File: config.mk
export PLATFORM = sky130hd
export DESIGN_NAME = rco_ctrl
export DESIGN_NICKNAME = d
export VERILOG_FILES = /design/src/rco_pkg.sv /design/src/rco_ctrl.sv
export VERILOG_INCLUDE_DIRS = /design/src /design/src/src
export SDC_FILE = /design/constraint.sdc
export NUM_CORES = 1
export LEC_CHECK = 0
export ABC_AREA = 1
export BUFFER_PORTS_ARGS = -buffer_cell sky130_fd_sc_hd__buf_4
export CAP_MARGIN = 20
export CORE_MARGIN = 3
export CORE_UTILIZATION = 45
export CTS_BUF_LIST = sky130_fd_sc_hd__clkbuf_2 sky130_fd_sc_hd__clkbuf_4 sky130_fd_sc_hd__clkbuf_8
export DETAILED_ROUTE_END_ITERATION = 10
export HOLD_SLACK_MARGIN = 0.08
export PLACE_DENSITY = 0.71
export RECOVER_POWER = 25
export SYNTH_ARGS = -nofsm -noshare
export SYNTH_HDL_FRONTEND = slang
export SYNTH_SLANG_ARGS = --single-unit
File: constraint.sdc
create_clock -name clk -period 4.55 [get_ports clk]
set_input_delay 0.455 -clock clk [delete_from_list [all_inputs] [get_ports clk]]
set_output_delay 0.455 -clock clk [all_outputs]
set_load 0.05 [all_outputs]
File: src/rco_params.svh
// constants for the reset-cause and rc oscillator control block
// Functional notes
// low-power reset sets bit 31, sticky
// window watchdog reset sets bit 30, sticky
// independent watchdog reset sets bit 29, sticky
// software reset sets bit 28, sticky
// power-on/down reset sets bit 27, sticky
// external reset pin sets bit 26
// memory-management reset sets bit 25, sticky
// ram reset sets bit 23, sticky
// writing one to bit 24 clears flags
// calibration word is trim plus factory value
// factory calibration loaded at power-on, read-only
// range code decodes seven frequencies, default 4MHz
// multispeed ready rises stable, falls six edges
// multispeed enable clear refused while system clock
// wake or external oscillator fail forces enable
// lowspeed ready falls three edges after disable
// lowspeed enable bit runs the 40kHz oscillator
// flags survive system resets, power-on loads por and pin flags set
`ifndef RCO_PARAMS_SVH
`define RCO_PARAMS_SVH

// ---------------------------------------------------------------
// register map (byte addresses)
// ---------------------------------------------------------------
`define RCO_ADDR_W          8
`define RCO_CTRLSTS_OFF     8'h24
`define RCO_IRQ_STAT_OFF    8'h40
`define RCO_IRQ_MASK_OFF    8'h44

// ---------------------------------------------------------------
// clock_control_status field positions
// ---------------------------------------------------------------
`define RCO_FLAGS_HI_MSB    31
`define RCO_FLAGS_HI_LSB    25
`define RCO_CLEAR_BIT       24
`define RCO_RAM_FLAG_BIT    23
`define RCO_TRIM_MSB        22
`define RCO_TRIM_LSB        15
`define RCO_CAL_MSB         14
`define RCO_CAL_LSB         7
`define RCO_RANGE_MSB       6
`define RCO_RANGE_LSB       4
`define RCO_MSI_RDY_BIT     3
`define RCO_MSI_EN_BIT      2
`define RCO_LSI_RDY_BIT     1
`define RCO_LSI_EN_BIT      0

// ---------------------------------------------------------------
// reset values
// ---------------------------------------------------------------
`define RCO_CTRLSTS_RST     32'h0C00246C
`define RCO_FLAGS_RST       8'h0C
`define RCO_TRIM_RST        8'h00
`define RCO_CAL_RST         8'h48
`define RCO_RANGE_RST       3'h6
`define RCO_RANGE_BAD       3'h7
`define RCO_MSI_EN_RST      1'b1
`define RCO_MSI_RDY_RST     1'b1
`define RCO_LSI_EN_RST      1'b0
`define RCO_IRQ_MASK_RST    4'h0

// ---------------------------------------------------------------
// timing counts, in oscillator edges and system clocks
// ---------------------------------------------------------------
`define RCO_MSI_OFF_EDGES   3'd6
`define RCO_LSI_OFF_EDGES   3'd3
`define RCO_CAL_LOAD_CYC    2'd2

// ---------------------------------------------------------------
// interrupt event bits
// ---------------------------------------------------------------
`define RCO_EV_MSI_RDY      0
`define RCO_EV_LSI_RDY      1
`define RCO_EV_MSI_FORCED   2
`define RCO_EV_MSI_REFUSED  3

`endif

File: src/rco_pkg.sv
// types shared by the reset-cause and rc oscillator control block
`include "rco_params.svh"
package rco_pkg;

	// index of each synchronised asynchronous input
	typedef enum int {
		RCO_IN_LPWR, RCO_IN_WWDG, RCO_IN_IWDG, RCO_IN_SFT,
		RCO_IN_POR, RCO_IN_PIN, RCO_IN_MMU, RCO_IN_RAM,
		RCO_IN_MSI_STABLE, RCO_IN_MSI_CLK, RCO_IN_LSI_STABLE, RCO_IN_LSI_CLK,
		RCO_IN_SYSCLK, RCO_IN_WAKE_STOP, RCO_IN_WAKE_STBY, RCO_IN_HSE_FAIL,
		RCO_IN_COUNT
	} rco_in_t;

	// whole state of the block, registered by one process
	typedef struct packed {
		logic [15:0] sync1;
		logic [15:0] sync2;
		logic [7:0]  flags;        // lpwr,wwdg,iwdg,sft,por,pin,mmu,ram
		logic [7:0]  trim;
		logic [7:0]  cal;
		logic [7:0]  cal_sync1;
		logic [7:0]  cal_sync2;
		logic [1:0]  cal_cnt;
		logic        cal_loaded;
		logic [2:0]  range;
		logic        msi_en;
		logic        msi_rdy;
		logic [2:0]  msi_cnt;
		logic        msi_clk_prev;
		logic        lsi_en;
		logic        lsi_rdy;
		logic [2:0]  lsi_cnt;
		logic        lsi_clk_prev;
		logic [7:0]  cal_word;
		logic [12:0] freq_khz;
		logic [3:0]  irq_stat;
		logic [3:0]  irq_mask;
		logic        irq;
		logic        ack;
		logic [31:0] rdata;
	} rco_state_t;

endpackage : rco_pkg

File: src/rco_ctrl.sv
// reset-cause flags and rc oscillator control, wishbone register slave
`timescale 1ns/1ps
`default_nettype none
`include "rco_params.svh"

module rco_ctrl
	import rco_pkg::*;
(
	// clock and power-on reset
	input  wire logic        clk,
	input  wire logic        reset,
	// wishbone classic slave
	input  wire logic        wb_cyc_i,
	input  wire logic        wb_stb_i,
	input  wire logic        wb_we_i,
	input  wire logic [7:0]  wb_adr_i,
	input  wire logic [3:0]  wb_sel_i,
	input  wire logic [31:0] wb_dat_i,
	output var  logic [31:0] wb_dat_o,
	output var  logic        wb_ack_o,
	// reset cause indications from the reset controller
	input  wire logic        lowpower_mgmt_reset_evt,
	input  wire logic        windowed_watchdog_reset_evt,
	input  wire logic        independent_watchdog_reset_evt,
	input  wire logic        software_reset_evt,
	input  wire logic        power_on_reset_evt,
	input  wire logic        external_reset_pin_evt,
	input  wire logic        memory_mgmt_reset_evt,
	input  wire logic        ram_reset_evt,
	// multispeed rc oscillator
	input  wire logic        multispeed_osc_stable,
	input  wire logic        multispeed_osc_clk,
	input  wire logic [7:0]  multispeed_osc_factory_cal_in,
	output var  logic        multispeed_osc_enable_out,
	output var  logic [7:0]  multispeed_osc_cal_word,
	output var  logic [2:0]  multispeed_osc_range_out,
	output var  logic [12:0] multispeed_osc_freq_khz,
	// lowspeed rc oscillator
	input  wire logic        lowspeed_rc_stable,
	input  wire logic        lowspeed_rc_clk,
	output var  logic        lowspeed_rc_enable_out,
	// system conditions that steer the multispeed enable
	input  wire logic        multispeed_is_sysclk,
	input  wire logic        wake_from_deepest_stop_mode,
	input  wire logic        wake_from_standby,
	input  wire logic        external_highspeed_osc_fail,
	// interrupt
	output var  logic        irq
);

	// ---------------------------------------------------------------
	// state and next state
	// ---------------------------------------------------------------
	rco_state_t st_reg;
	rco_state_t st_next;

	logic [15:0] async_in;
	logic [15:0] s;            // synchronised inputs
	logic        req;
	logic        wr;
	logic        msi_edge;
	logic        lsi_edge;
	logic [7:0]  flag_set;
	logic        clr_flags;
	logic        forced_on;

	// gather asynchronous inputs in the order of rco_in_t
	assign async_in = {external_highspeed_osc_fail, wake_from_standby,
	                   wake_from_deepest_stop_mode, multispeed_is_sysclk,
	                   lowspeed_rc_clk, lowspeed_rc_stable,
	                   multispeed_osc_clk, multispeed_osc_stable,
	                   ram_reset_evt, memory_mgmt_reset_evt,
	                   external_reset_pin_evt, power_on_reset_evt,
	                   software_reset_evt, independent_watchdog_reset_evt,
	                   windowed_watchdog_reset_evt, lowpower_mgmt_reset_evt};

	// only the second synchroniser stage is ever looked at
	assign s = st_reg.sync2;

	// edges of the slow oscillator clocks, seen through the synchronisers;
	// both run far below half of clk so no edge can be missed
	assign msi_edge = s[RCO_IN_MSI_CLK] & ~st_reg.msi_clk_prev;
	assign lsi_edge = s[RCO_IN_LSI_CLK] & ~st_reg.lsi_clk_prev;

	// one request per bus cycle; ack drops the cycle after it is given
	assign req = wb_cyc_i & wb_stb_i & ~st_reg.ack;
	assign wr  = req & wb_we_i;

	// reset causes as levels, in the bit order of the flags field
	// a cause held for several cycles simply sets its flag again each cycle
	assign flag_set = {s[RCO_IN_LPWR], s[RCO_IN_WWDG], s[RCO_IN_IWDG],  // see R1 see R2
	                   s[RCO_IN_SFT], s[RCO_IN_POR], s[RCO_IN_PIN],     // see R4 see R5
	                   s[RCO_IN_MMU], s[RCO_IN_RAM]};                   // see R7

	assign clr_flags = wr & (wb_adr_i == `RCO_CTRLSTS_OFF) & wb_sel_i[3]
	                   & wb_dat_i[`RCO_CLEAR_BIT];

	assign forced_on = s[RCO_IN_WAKE_STOP] | s[RCO_IN_WAKE_STBY] | s[RCO_IN_HSE_FAIL];

	// ---------------------------------------------------------------
	// range decode to kHz; code 7 never reaches the register
	// ---------------------------------------------------------------
	function automatic logic [12:0] rco_freq(input logic [2:0] r);
		case (r)
			3'h0:    rco_freq = 13'd100;
			3'h1:    rco_freq = 13'd200;
			3'h2:    rco_freq = 13'd400;
			3'h3:    rco_freq = 13'd800;
			3'h4:    rco_freq = 13'd1000;
			3'h5:    rco_freq = 13'd2000;
			3'h6:    rco_freq = 13'd4000;
			default: rco_freq = 13'd4000;
		endcase
	endfunction : rco_freq

	// read view of a register at a given address
	function automatic logic [31:0] rco_read(input rco_state_t q, input logic [7:0] a);
		logic [31:0] d;
		d = 32'h0;
		case (a)
			`RCO_CTRLSTS_OFF: begin
				d[`RCO_FLAGS_HI_MSB:`RCO_FLAGS_HI_LSB] = q.flags[7:1];
				d[`RCO_RAM_FLAG_BIT]                   = q.flags[0];
				d[`RCO_TRIM_MSB:`RCO_TRIM_LSB]         = q.trim;
				d[`RCO_CAL_MSB:`RCO_CAL_LSB]           = q.cal;
				d[`RCO_RANGE_MSB:`RCO_RANGE_LSB]       = q.range;
				d[`RCO_MSI_RDY_BIT]                    = q.msi_rdy;
				d[`RCO_MSI_EN_BIT]                     = q.msi_en;
				d[`RCO_LSI_RDY_BIT]                    = q.lsi_rdy;
				d[`RCO_LSI_EN_BIT]                     = q.lsi_en;
			end
			`RCO_IRQ_STAT_OFF: d[3:0] = q.irq_stat;
			`RCO_IRQ_MASK_OFF: d[3:0] = q.irq_mask;
			default:           d = 32'h0;
		endcase
		rco_read = d;
	endfunction : rco_read

	// ---------------------------------------------------------------
	// next-state logic
	// ---------------------------------------------------------------
	always_comb begin
		logic [3:0] ev;
		ev = 4'h0;
		st_next = st_reg;

		// two-stage synchronisers, stage one feeds stage two only
		st_next.sync1        = async_in;
		st_next.sync2        = st_reg.sync1;
		st_next.msi_clk_prev = s[RCO_IN_MSI_CLK];
		st_next.lsi_clk_prev = s[RCO_IN_LSI_CLK];

		// factory calibration caught after release, then frozen
		st_next.cal_sync1 = multispeed_osc_factory_cal_in;
		st_next.cal_sync2 = st_reg.cal_sync1;
		if (!st_reg.cal_loaded) begin
			if (st_reg.cal_cnt == `RCO_CAL_LOAD_CYC) begin
				st_next.cal        = st_reg.cal_sync2;
				st_next.cal_loaded = 1'b1;
			end else begin
				st_next.cal_cnt = st_reg.cal_cnt + 2'd1;
			end
		end

		// sticky reset flags: a cause present in the clear cycle survives.
		// flags live on the power-on reset only, so system resets keep them
		st_next.flags = (st_reg.flags & ~{8{clr_flags}}) | flag_set;  // see R1 see R9

		// software fields of clock_control_status, byte lane by lane
		if (wr && wb_adr_i == `RCO_CTRLSTS_OFF) begin
			if (wb_sel_i[2])
				st_next.trim[7:1] = wb_dat_i[`RCO_TRIM_MSB:16];
			if (wb_sel_i[1])
				st_next.trim[0] = wb_dat_i[`RCO_TRIM_LSB];
			if (wb_sel_i[0]) begin
				// reserved code 7 is dropped so the decode stays defined
				if (wb_dat_i[`RCO_RANGE_MSB:`RCO_RANGE_LSB] != `RCO_RANGE_BAD)
					st_next.range = wb_dat_i[`RCO_RANGE_MSB:`RCO_RANGE_LSB];
				st_next.lsi_en = wb_dat_i[`RCO_LSI_EN_BIT];
				if (wb_dat_i[`RCO_MSI_EN_BIT]) begin
					st_next.msi_en = 1'b1;
				end else if (s[RCO_IN_SYSCLK]) begin
					ev[`RCO_EV_MSI_REFUSED] = st_reg.msi_en;
				end else begin
					st_next.msi_en = 1'b0;
				end
			end
		end

		// hardware start of the multispeed oscillator outranks software
		if (forced_on) begin
			st_next.msi_en = 1'b1;
			ev[`RCO_EV_MSI_FORCED] = ~st_reg.msi_en;
		end

		// multispeed ready: up when stable, down on sixth edge after disable
		if (st_reg.msi_en) begin
			st_next.msi_cnt = 3'd0;
			if (s[RCO_IN_MSI_STABLE])
				st_next.msi_rdy = 1'b1;
		end else if (st_reg.msi_rdy && msi_edge) begin
			if (st_reg.msi_cnt == `RCO_MSI_OFF_EDGES - 3'd1) begin
				st_next.msi_rdy = 1'b0;
				st_next.msi_cnt = 3'd0;
			end else begin
				st_next.msi_cnt = st_reg.msi_cnt + 3'd1;
			end
		end
		ev[`RCO_EV_MSI_RDY] = st_next.msi_rdy & ~st_reg.msi_rdy;

		// lowspeed ready follows the oscillator, three edges to fall
		if (st_reg.lsi_en) begin
			st_next.lsi_cnt = 3'd0;
			if (s[RCO_IN_LSI_STABLE])
				st_next.lsi_rdy = 1'b1;
		end else if (st_reg.lsi_rdy && lsi_edge) begin
			if (st_reg.lsi_cnt == `RCO_LSI_OFF_EDGES - 3'd1) begin
				st_next.lsi_rdy = 1'b0;
				st_next.lsi_cnt = 3'd0;
			end else begin
				st_next.lsi_cnt = st_reg.lsi_cnt + 3'd1;
			end
		end
		ev[`RCO_EV_LSI_RDY] = st_next.lsi_rdy & ~st_reg.lsi_rdy;

		// oscillator outputs; the sum wraps at eight bits like the trim hardware
		// the cut to eight bits is deliberate: the trim sum wraps
		st_next.cal_word = 8'(st_reg.trim + st_reg.cal);
		st_next.freq_khz = rco_freq(st_reg.range);

		// interrupt status: write one to clear, a new event wins
		if (wr && wb_adr_i == `RCO_IRQ_STAT_OFF && wb_sel_i[0])
			st_next.irq_stat = st_reg.irq_stat & ~wb_dat_i[3:0];
		st_next.irq_stat = st_next.irq_stat | ev;
		if (wr && wb_adr_i == `RCO_IRQ_MASK_OFF && wb_sel_i[0])
			st_next.irq_mask = wb_dat_i[3:0];
		st_next.irq = |(st_next.irq_stat & st_next.irq_mask);

		// bus answer one cycle after the request, unmapped reads give zero
		st_next.ack   = req;
		st_next.rdata = req ? rco_read(st_reg, wb_adr_i) : 32'h0;
	end

	// ---------------------------------------------------------------
	// state register, power-on reset
	// ---------------------------------------------------------------
	always_ff @(posedge clk or posedge reset) begin
		if (reset) begin
			st_reg            <= '0;
			st_reg.flags      <= `RCO_FLAGS_RST;
			st_reg.trim       <= `RCO_TRIM_RST;
			st_reg.cal        <= `RCO_CAL_RST;
			st_reg.range      <= `RCO_RANGE_RST;
			st_reg.msi_en     <= `RCO_MSI_EN_RST;
			st_reg.msi_rdy    <= `RCO_MSI_RDY_RST;
			st_reg.lsi_en     <= `RCO_LSI_EN_RST;
			st_reg.cal_word   <= `RCO_TRIM_RST + `RCO_CAL_RST;
			st_reg.freq_khz   <= 13'd4000;
			st_reg.irq_mask   <= `RCO_IRQ_MASK_RST;
		end else begin
			st_reg <= st_next;
		end
	end

	// ---------------------------------------------------------------
	// outputs, all straight from the state register
	// ---------------------------------------------------------------
	assign wb_dat_o                  = st_reg.rdata;
	assign wb_ack_o                  = st_reg.ack;
	assign multispeed_osc_enable_out = st_reg.msi_en;
	assign multispeed_osc_cal_word   = st_reg.cal_word;
	assign multispeed_osc_range_out  = st_reg.range;
	assign multispeed_osc_freq_khz   = st_reg.freq_khz;
	assign lowspeed_rc_enable_out    = st_reg.lsi_en;
	assign irq                       = st_reg.irq;
endmodule : rco_ctrl

`default_nettype wire

==> impl_metrics.env, run 1 <==
export IMPL_finalPower_mw=2.445
export IMPL_max_stage_delay_ns=0.59
export IMPL_multiInputGateArea_sq_um=1333
export IMPL_largest_reg_flops=53
export IMPL_r2r_cells=8
export IMPL_period_minus_slack_ns=1.939
export IMPL_area_growth_pct=18.50
export IMPL_synthTopCellsByArea="dfrtp_1, buf_4, dfstp_2"
export IMPL_synth_most_common_cell="dfrtp_1"
export IMPL_holdPathStages=1
export IMPL_ys_top_cells_by_count="dfrtp_1, nand2_1, buf_4"
export IMPL_worst_pin_slew_ns=1.159
export IMPL_r2r_end="multispeed_osc_cal_word[6]$_DFF_PP1_"
export IMPL_die_area_sq_um=14150
export IMPL_drt_drc_violations_left=0
export IMPL_holdCritStartpoint="power_on_reset_evt"
export IMPL_drtPass1Iterations=4
export IMPL_cts_buffers=17
export IMPL_num_antenna_cells=0
export IMPL_start_util_pct=46.82
export IMPL_port_buffers=112
export IMPL_fin_util_pct=55.48
export IMPL_max_clock_freq_mhz=515.6
export IMPL_synth_avg_cell_area_sq_um=11.39
export IMPL_synth_top_cell_area_share_pct=57.98
export IMPL_die_h_microns=118.9
export IMPL_critPathArrivalTime_ns=2.32
export IMPL_clkTransAtPathRegs_ns=0.07
export IMPL_holdBufCountCts=3
export IMPL_setup_viol=0
export IMPL_status="finished clean"
export IMPL_cts_repair_resized=0
export IMPL_p_per_area_nw_per_um2=359.5
export IMPL_synth_async_sr_flop_share_pct=100.0
export IMPL_hold_viol=0
export IMPL_synth_cell_types=34
export IMPL_core_area_sq_um=12260
export IMPL_reg2reg_from="st_reg[97]$_DFFE_PP0P_"
export IMPL_yosys_warnings=0
export IMPL_cp_slowest_cell="inv_1"
export IMPL_fp_row_count=40
export IMPL_clockRootBuffer="clkbuf_8"
export IMPL_dp_hpwl_microns=7423
export IMPL_die_x_microns=118.9
export IMPL_drv_cap=0
export IMPL_cp_startpoint="wb_adr_i[1]"
export IMPL_grt_pass1_vias=3699
export IMPL_drt_iter0_drc=204
export IMPL_peakVddDrop_uv=154.6
export IMPL_critical_path_top_delay_family="buffers and inverters"
export IMPL_grt_antenna_before_repair=0
export IMPL_grt_pass1_wl_microns=17750
export IMPL_finalNetCount=667
export IMPL_ant_nets=0
export IMPL_min_path_type="input pin to flop"
export IMPL_synth_area_sq_um=5741
export IMPL_htreeDepth=4
export IMPL_synth_edff_count=0
export IMPL_crit_chain="clkbuf_4 -> nor2_1 -> nand3b_2 -> nor2_1 -> inv_1 -> a21oi_1 -> nand2_1 -> inv_1"
export IMPL_final_max_slew_viol_count=0
export IMPL_clk_insertion_delay_late_ns=0.45
export IMPL_synth_top_flop_cell="dfrtp_1"
export IMPL_place_congestion=0.7582
export IMPL_path_buf_inv=3
export IMPL_drive_gt1_share_pct=30.27
export IMPL_crit_path_end_kind="flop"
export IMPL_ys_seq_elements=149
export IMPL_grt_usage_pct=16.11
export IMPL_yosysSeqAreaShare_pct=65.30
export IMPL_grt_max_degree=119
export IMPL_crit_fanout=32
export IMPL_cp_start_kind="input pin"
export IMPL_cp_required_ns=4.93
export IMPL_clockBufferDepth=2
export IMPL_hold_end="st_next[125]$_DFF_PP0_"
export IMPL_clock_sinks=149
export IMPL_grt_overflow=0
export IMPL_vias_per_cell=4.668
export IMPL_skew_ns=0.009471
export IMPL_fillers=1077
export IMPL_tns_ns=0
export IMPL_final_area_sq_um=6803
export IMPL_vias=3576
export IMPL_cts_tree="done"
export IMPL_slew_headroom_pct=22.67
export IMPL_placed_cell_area_sq_um=6372
export IMPL_yosys_area_top_type="dfrtp_1"
export IMPL_p_leak_nw=3.410
export IMPL_r2r_setup_slack_ns=2.79
export IMPL_synthCells=504
export IMPL_post_cts_buffers=0
export IMPL_routedWlPerCell_microns=13.77
export IMPL_path_class="input pin to flop"
export IMPL_routed_wl_microns=10550
export IMPL_fin_crit_sh_pct=42.62
export IMPL_register_area_sq_um=3749
export IMPL_ios=133
export IMPL_rsz0062_at_grt="false"
## cell families after synthesis
kind of cell | count (synthesis) | synth area share (%)
AND/OR/NAND/NOR | 162 | 13.16
flip-flops | 149 | 65.30
buffers and inverters | 118 | 11.51
AO/OA/AOI/OAI | 50 | 5.231
adder cells (fa/ha/maj) | 9 | 2.092
multiplexers | 8 | 1.569
XOR/XNOR | 7 | 1.068
other | 1 | 0.06533
## through the flow
stage / hold slack, ns / instances / setup WS (ns)
after detailed placement: 0.3347 / 727 / 2.716
after global routing: 0.1035 / 766 / 2.400
after global placement: 0.3333 / 727 / 2.751
after floorplan: 0.3312 / 507 / 0.1134
after CTS: 0.08080 / 762 / 2.782
final: 0.1338 / 766 / 2.611
## final cells by class
cell class	count	area share [%]
clock buffers	24	4.488
multi-input cells	240	19.59
well taps	168	3.090
repair buffers	121	13.87
clock inverters	8	0.7541
inverters	56	3.108
flip-flops and latches	149	55.10
## worst max path at each step
stage,to,slack (ns),cells past startpoint
after global placement,wb_dat_o[3]$_DFF_PP0_,2.75,8
after CTS,multispeed_osc_enable_out,2.78,1
after floorplan,irq$_DFF_PP0_,0.11,1
final,wb_dat_o[0]$_DFF_PP0_,2.61,8
after global routing,st_reg[100]$_DFFE_PP1P_,2.40,5
after detailed placement,wb_dat_o[1]$_DFF_PP0_,2.72,8
## placed cells by master (no fill, tap or decap), types with 2 or more instances in the layout
master,Yosys,final
clkbuf_8,0,20
nand4_1,2,2
dlygate4sd3_1,0,6
nor3_1,24,24
buf_4,58,88
o21bai_1,8,8
clkbuf_4,0,30
dfstp_1,0,3
nor4_1,2,2
dfstp_2,16,13
a21oi_1,17,17
clkinv_1,2,2
dfrtp_1,133,133
clkinv_2,0,4
clkinvlp_4,0,3
o22ai_1,3,3
ha_1,8,8
nand3_1,20,20
nand3b_1,2,2
inv_1,52,52
mux2_2,8,8
nor2_4,5,4
conb_1,1,4
nor2_1,28,30
xor2_1,5,5
xnor2_1,2,2
o211ai_2,3,3
nand2_1,73,73
o21ai_0,17,17
## worst reg2reg max path: cells and delay by family, from the launching register on
kind | cells | cell delay (ns)
compound gates | 1 | 0.18
xor+xnor | 1 | 0.14
fa+ha+maj | 2 | 0.66
flops | 1 | 0.39
simple gates | 4 | 0.32
## where the power goes
group	internal [mW]	switching [mW]
combinational	0.0660	0.108
sequential	1.36	0.0130
clock	0.441	0.454
## routing by layer
layer	part of all wire (%)	GRT usage, %
met1	42	20.01
met2	51	26.07
met3	5.1	4.511
met4	1.9	7.748
met5	0	0
Power figures use the tool's default switching activity.
==> inputs of run 2 (changes only) <==
--- a/config.mk
+++ b/config.mk
@@ -6,7 +6,7 @@
 export SDC_FILE = /design/constraint.sdc
 export NUM_CORES = 1
 export LEC_CHECK = 0
-export ABC_AREA = 1
+export ABC_AREA = 0
 export BUFFER_PORTS_ARGS = -buffer_cell sky130_fd_sc_hd__buf_4
 export CAP_MARGIN = 20
 export CORE_MARGIN = 3
@@ -14,7 +14,7 @@
 export CTS_BUF_LIST = sky130_fd_sc_hd__clkbuf_2 sky130_fd_sc_hd__clkbuf_4 sky130_fd_sc_hd__clkbuf_8
 export DETAILED_ROUTE_END_ITERATION = 10
 export HOLD_SLACK_MARGIN = 0.08
-export PLACE_DENSITY = 0.71
+export PLACE_DENSITY = 0.69
 export RECOVER_POWER = 25
 export SYNTH_ARGS = -nofsm -noshare
 export SYNTH_HDL_FRONTEND = slang
==> constraint.sdc (replaced) <==
create_clock -name clk -period 2.02 [get_ports clk]
set_input_delay 0.202 -clock clk [delete_from_list [all_inputs] [get_ports clk]]
set_output_delay 0.202 -clock clk [all_outputs]
set_load 0.05 [all_outputs]
==> run 2 against run 1 <==
- wire length shrank 6.2%
- sequential share of layout area down 3.0 points
- largest power group unchanged
- register-to-register slack got worse by 2.7 ns
- utilization grew 3.5 points
- clock-buffer cell count did not move
- critical endpoint is now multispeed_osc_cal_word[6]$_DFF_PP1_
- flip-flop and latch count is the same
- critical path depth is 1 lower
- die area shrank 0.13%
- synthesized cell count is 15% lower
- clock skew shrank 0.0039 ns
- via count down 5.2%
- global-route usage decreased by 0.63 points
- largest cell class unchanged
==> impl_metrics.env, run 2 <==
export IMPL_status="finished clean"
export IMPL_synth_async_sr_flop_share_pct=100.0
export IMPL_ios=133
export IMPL_setup_viol=0
export IMPL_layout_commonest_cell="dfrtp_1"
export IMPL_period_minus_slack_ns=1.884
export IMPL_cp_num_cells=7
export IMPL_worst_pin_slew_ns=0.8240
export IMPL_p_leak_nw=3.469
export IMPL_fin_util_pct=58.94
export IMPL_drive_gt1_share_pct=35.62
export IMPL_use_met2_pct=26.32
export IMPL_core_area_sq_um=12210
export IMPL_tns_ns=0
export IMPL_synth_edff_count=0
export IMPL_ys_top_cells_by_count="dfrtp_1, buf_4, and2_1"
export IMPL_hold_viol=0
export IMPL_dp_slack_ns=0.07373
export IMPL_grt_pass1_vias=3481
export IMPL_critPathArrivalTime_ns=2.25
export IMPL_port_buffers=112
export IMPL_synth_area_sq_um=5733
export IMPL_place_congestion=0.7998
export IMPL_fin_crit_sh_pct=93.26
export IMPL_crit_chain="ha_1 -> fa_1 -> a21o_1 -> a21oi_2 -> o21bai_1 -> a21oi_1 -> xnor2_1"
export IMPL_max_stage_delay_ns=0.41
export IMPL_critical_path_top_delay_family="adder cells"
export IMPL_synthCells=429
export IMPL_use_met1_pct=18.24
export IMPL_ant_nets=0
export IMPL_synthTopCellsByArea="dfrtp_1, buf_4, dfstp_2"
export IMPL_synth_most_common_cell="dfrtp_1"
export IMPL_drt_drc_violations_left=0
export IMPL_busiest_layer="met2"
export IMPL_start_util_pct=46.95
export IMPL_drtPass1Iterations=6
export IMPL_cp_start_kind="flop"
export IMPL_crit_fanout=3
export IMPL_met3_usage_pct=4.179
export IMPL_holdPathStages=3
export IMPL_area_growth_pct=25.56
export IMPL_die_area_sq_um=14130
export IMPL_final_cell_mix="dfrtp_1, buf_4, dlygate4sd3_1"
export IMPL_r2r_cells=7
export IMPL_synth_top_cell_area_share_pct=58.05
export IMPL_synth_avg_cell_area_sq_um=13.36
export IMPL_ys_seq_elements=149
export IMPL_cp_slowest_cell="fa_1"
export IMPL_dp_hpwl_microns=6792
export IMPL_clk_insertion_delay_late_ns=0.44
export IMPL_clockRootBuffer="clkbuf_8"
export IMPL_drt_iter0_drc=140
export IMPL_fin_ws_ns=0.1362
export IMPL_routed_wl_microns=9899
export IMPL_finalNetCount=622
export IMPL_grt_max_degree=75
export IMPL_drv_cap=0
export IMPL_fillers=980
export IMPL_cts_buffers=17
export IMPL_slew_headroom_pct=44.76
export IMPL_vias_per_cell=4.702
export IMPL_clkTransAtPathRegs_ns=0.07
export IMPL_htreeDepth=4
export IMPL_skew_ns=0.005550
export IMPL_vias=3390
export IMPL_path_class="flop to flop"
export IMPL_synth_cell_types=54
export IMPL_crit_path_end_kind="flop"
export IMPL_num_antenna_cells=0
export IMPL_final_max_slew_viol_count=0
export IMPL_max_clock_freq_mhz=530.8
export IMPL_synth_top_flop_cell="dfrtp_1"
export IMPL_largest_reg_flops=53
export IMPL_clock_sinks=149
export IMPL_yosys_area_top_type="dfrtp_1"
export IMPL_fp_row_count=40
export IMPL_p_per_area_nw_per_um2=815.1
export IMPL_grt_overflow=0
export IMPL_grt_pass1_wl_microns=16990
export IMPL_yosys_warnings=0
export IMPL_min_path_type="input pin to flop"
export IMPL_grt_usage_pct=15.47
export IMPL_yosysSeqAreaShare_pct=65.39
export IMPL_cp_required_ns=2.38
export IMPL_routedWlPerCell_microns=13.73
export IMPL_rsz0062_at_grt="false"
export IMPL_die_h_microns=118.9
export IMPL_clockBufferDepth=2
export IMPL_grt_antenna_before_repair=0
export IMPL_peakVddDrop_uv=597.7
export IMPL_cts_tree="done"
export IMPL_die_x_microns=118.9
export IMPL_path_buf_inv=0
## run 2: changes by cell type in the layout (fill, tap and decap cells not counted), sizes merged, moves of 11 or more
cell	delta
and2	+30
dlygate4sd3	+34
nor2	-12
nand2	-64
a21o	+12
nand3	-11
inv	-44
nor3	-17
## run 2: cell families (layout without fill, tap and decap cells)
kind of cell | Yosys count | after routing | synth area share [%]
DFF | 149 | 149 | 65.39
and+or+nand+nor | 106 | 106 | 11.22
buffers and inverters | 79 | 200 | 9.101
AOI/OAI and AO/OA | 54 | 54 | 6.548
muxes | 19 | 19 | 3.754
xor gates and xnor gates | 12 | 12 | 1.833
adders and majority gates | 9 | 9 | 2.095
other | 1 | 4 | 0.06541
## run 2: where the power goes
group	switching (mW)	internal, mW	total [mW]
sequential	0.0298	3.06	3.09
combinational	0.195	0.172	0.367
clock	1.03	1.37	2.41
total	1.26	4.61	5.87
## run 2: worst reg2reg max path, stage by stage (launching register included)
cell	delay, ns
dfrtp_1	0.40
ha_1	0.24
fa_1	0.41
a21o_1	0.20
a21oi_2	0.17
o21bai_1	0.08
a21oi_1	0.17
xnor2_1	0.15
## run 2: area by class of cell
cell class | instances | area [sq um] | share of cell area [%]
tap | 168 | 210.2 | 2.920
clock inverter | 8 | 122.6 | 1.703
inverter | 10 | 38.79 | 0.5388
timing repair buffer | 158 | 1299 | 18.04
multi-input combinational | 204 | 1474 | 20.48
clock buffer | 24 | 305.3 | 4.241
sequential | 149 | 3749 | 52.08
## run 2: metal layers
metal	up-vias	part of all wire (%)
met3	21	5.0
met2	117	52
met1	1654	40
met5	-	0
met4	0	2.2
li1	1598	-
## run 2: what timing repair did
action                                 4_1_cts  5_1_grt
hold buffers                                40        0
setup endpoints to repair                    0        1
endpoints found under the hold margin       57        0
resized for setup                            0        1
setup buffers                                0        0
## run 2: worst paths after layout
path	from	to	slack, ns
setup / recovery	st_reg[97]$_DFFE_PP0P_	multispeed_osc_cal_word[6]$_DFF_PP1_	0.14
hold / removal	wb_sel_i[1]	st_reg[105]$_DFFE_PP0P_	0.12
setup reg to reg	st_reg[97]$_DFFE_PP0P_	multispeed_osc_cal_word[6]$_DFF_PP1_	0.14
hold reg to reg	st_next[126]$_DFF_PP0_	s[5]$_DFF_PP0_	0.35
max in group asynchronous	reset	s[3]$_DFF_PP0_	0.33
min in group asynchronous	reset	wb_dat_o[5]$_DFF_PP0_	0.43
## run 2: stage by stage
stage	total power [mW]	instance area, sq um	hold slack [ns]	cells
3_5_place_dp	3.469	6385	0.2404	649
4_1_cts	5.963	7213	0.08929	721
6_report	5.867	7198	0.1178	721
5_1_grt	6.117	7198	0.1025	721
3_3_place_gp	3.459	6385	0.2300	649
2_1_floorplan	3.333	5748	0.2334	432
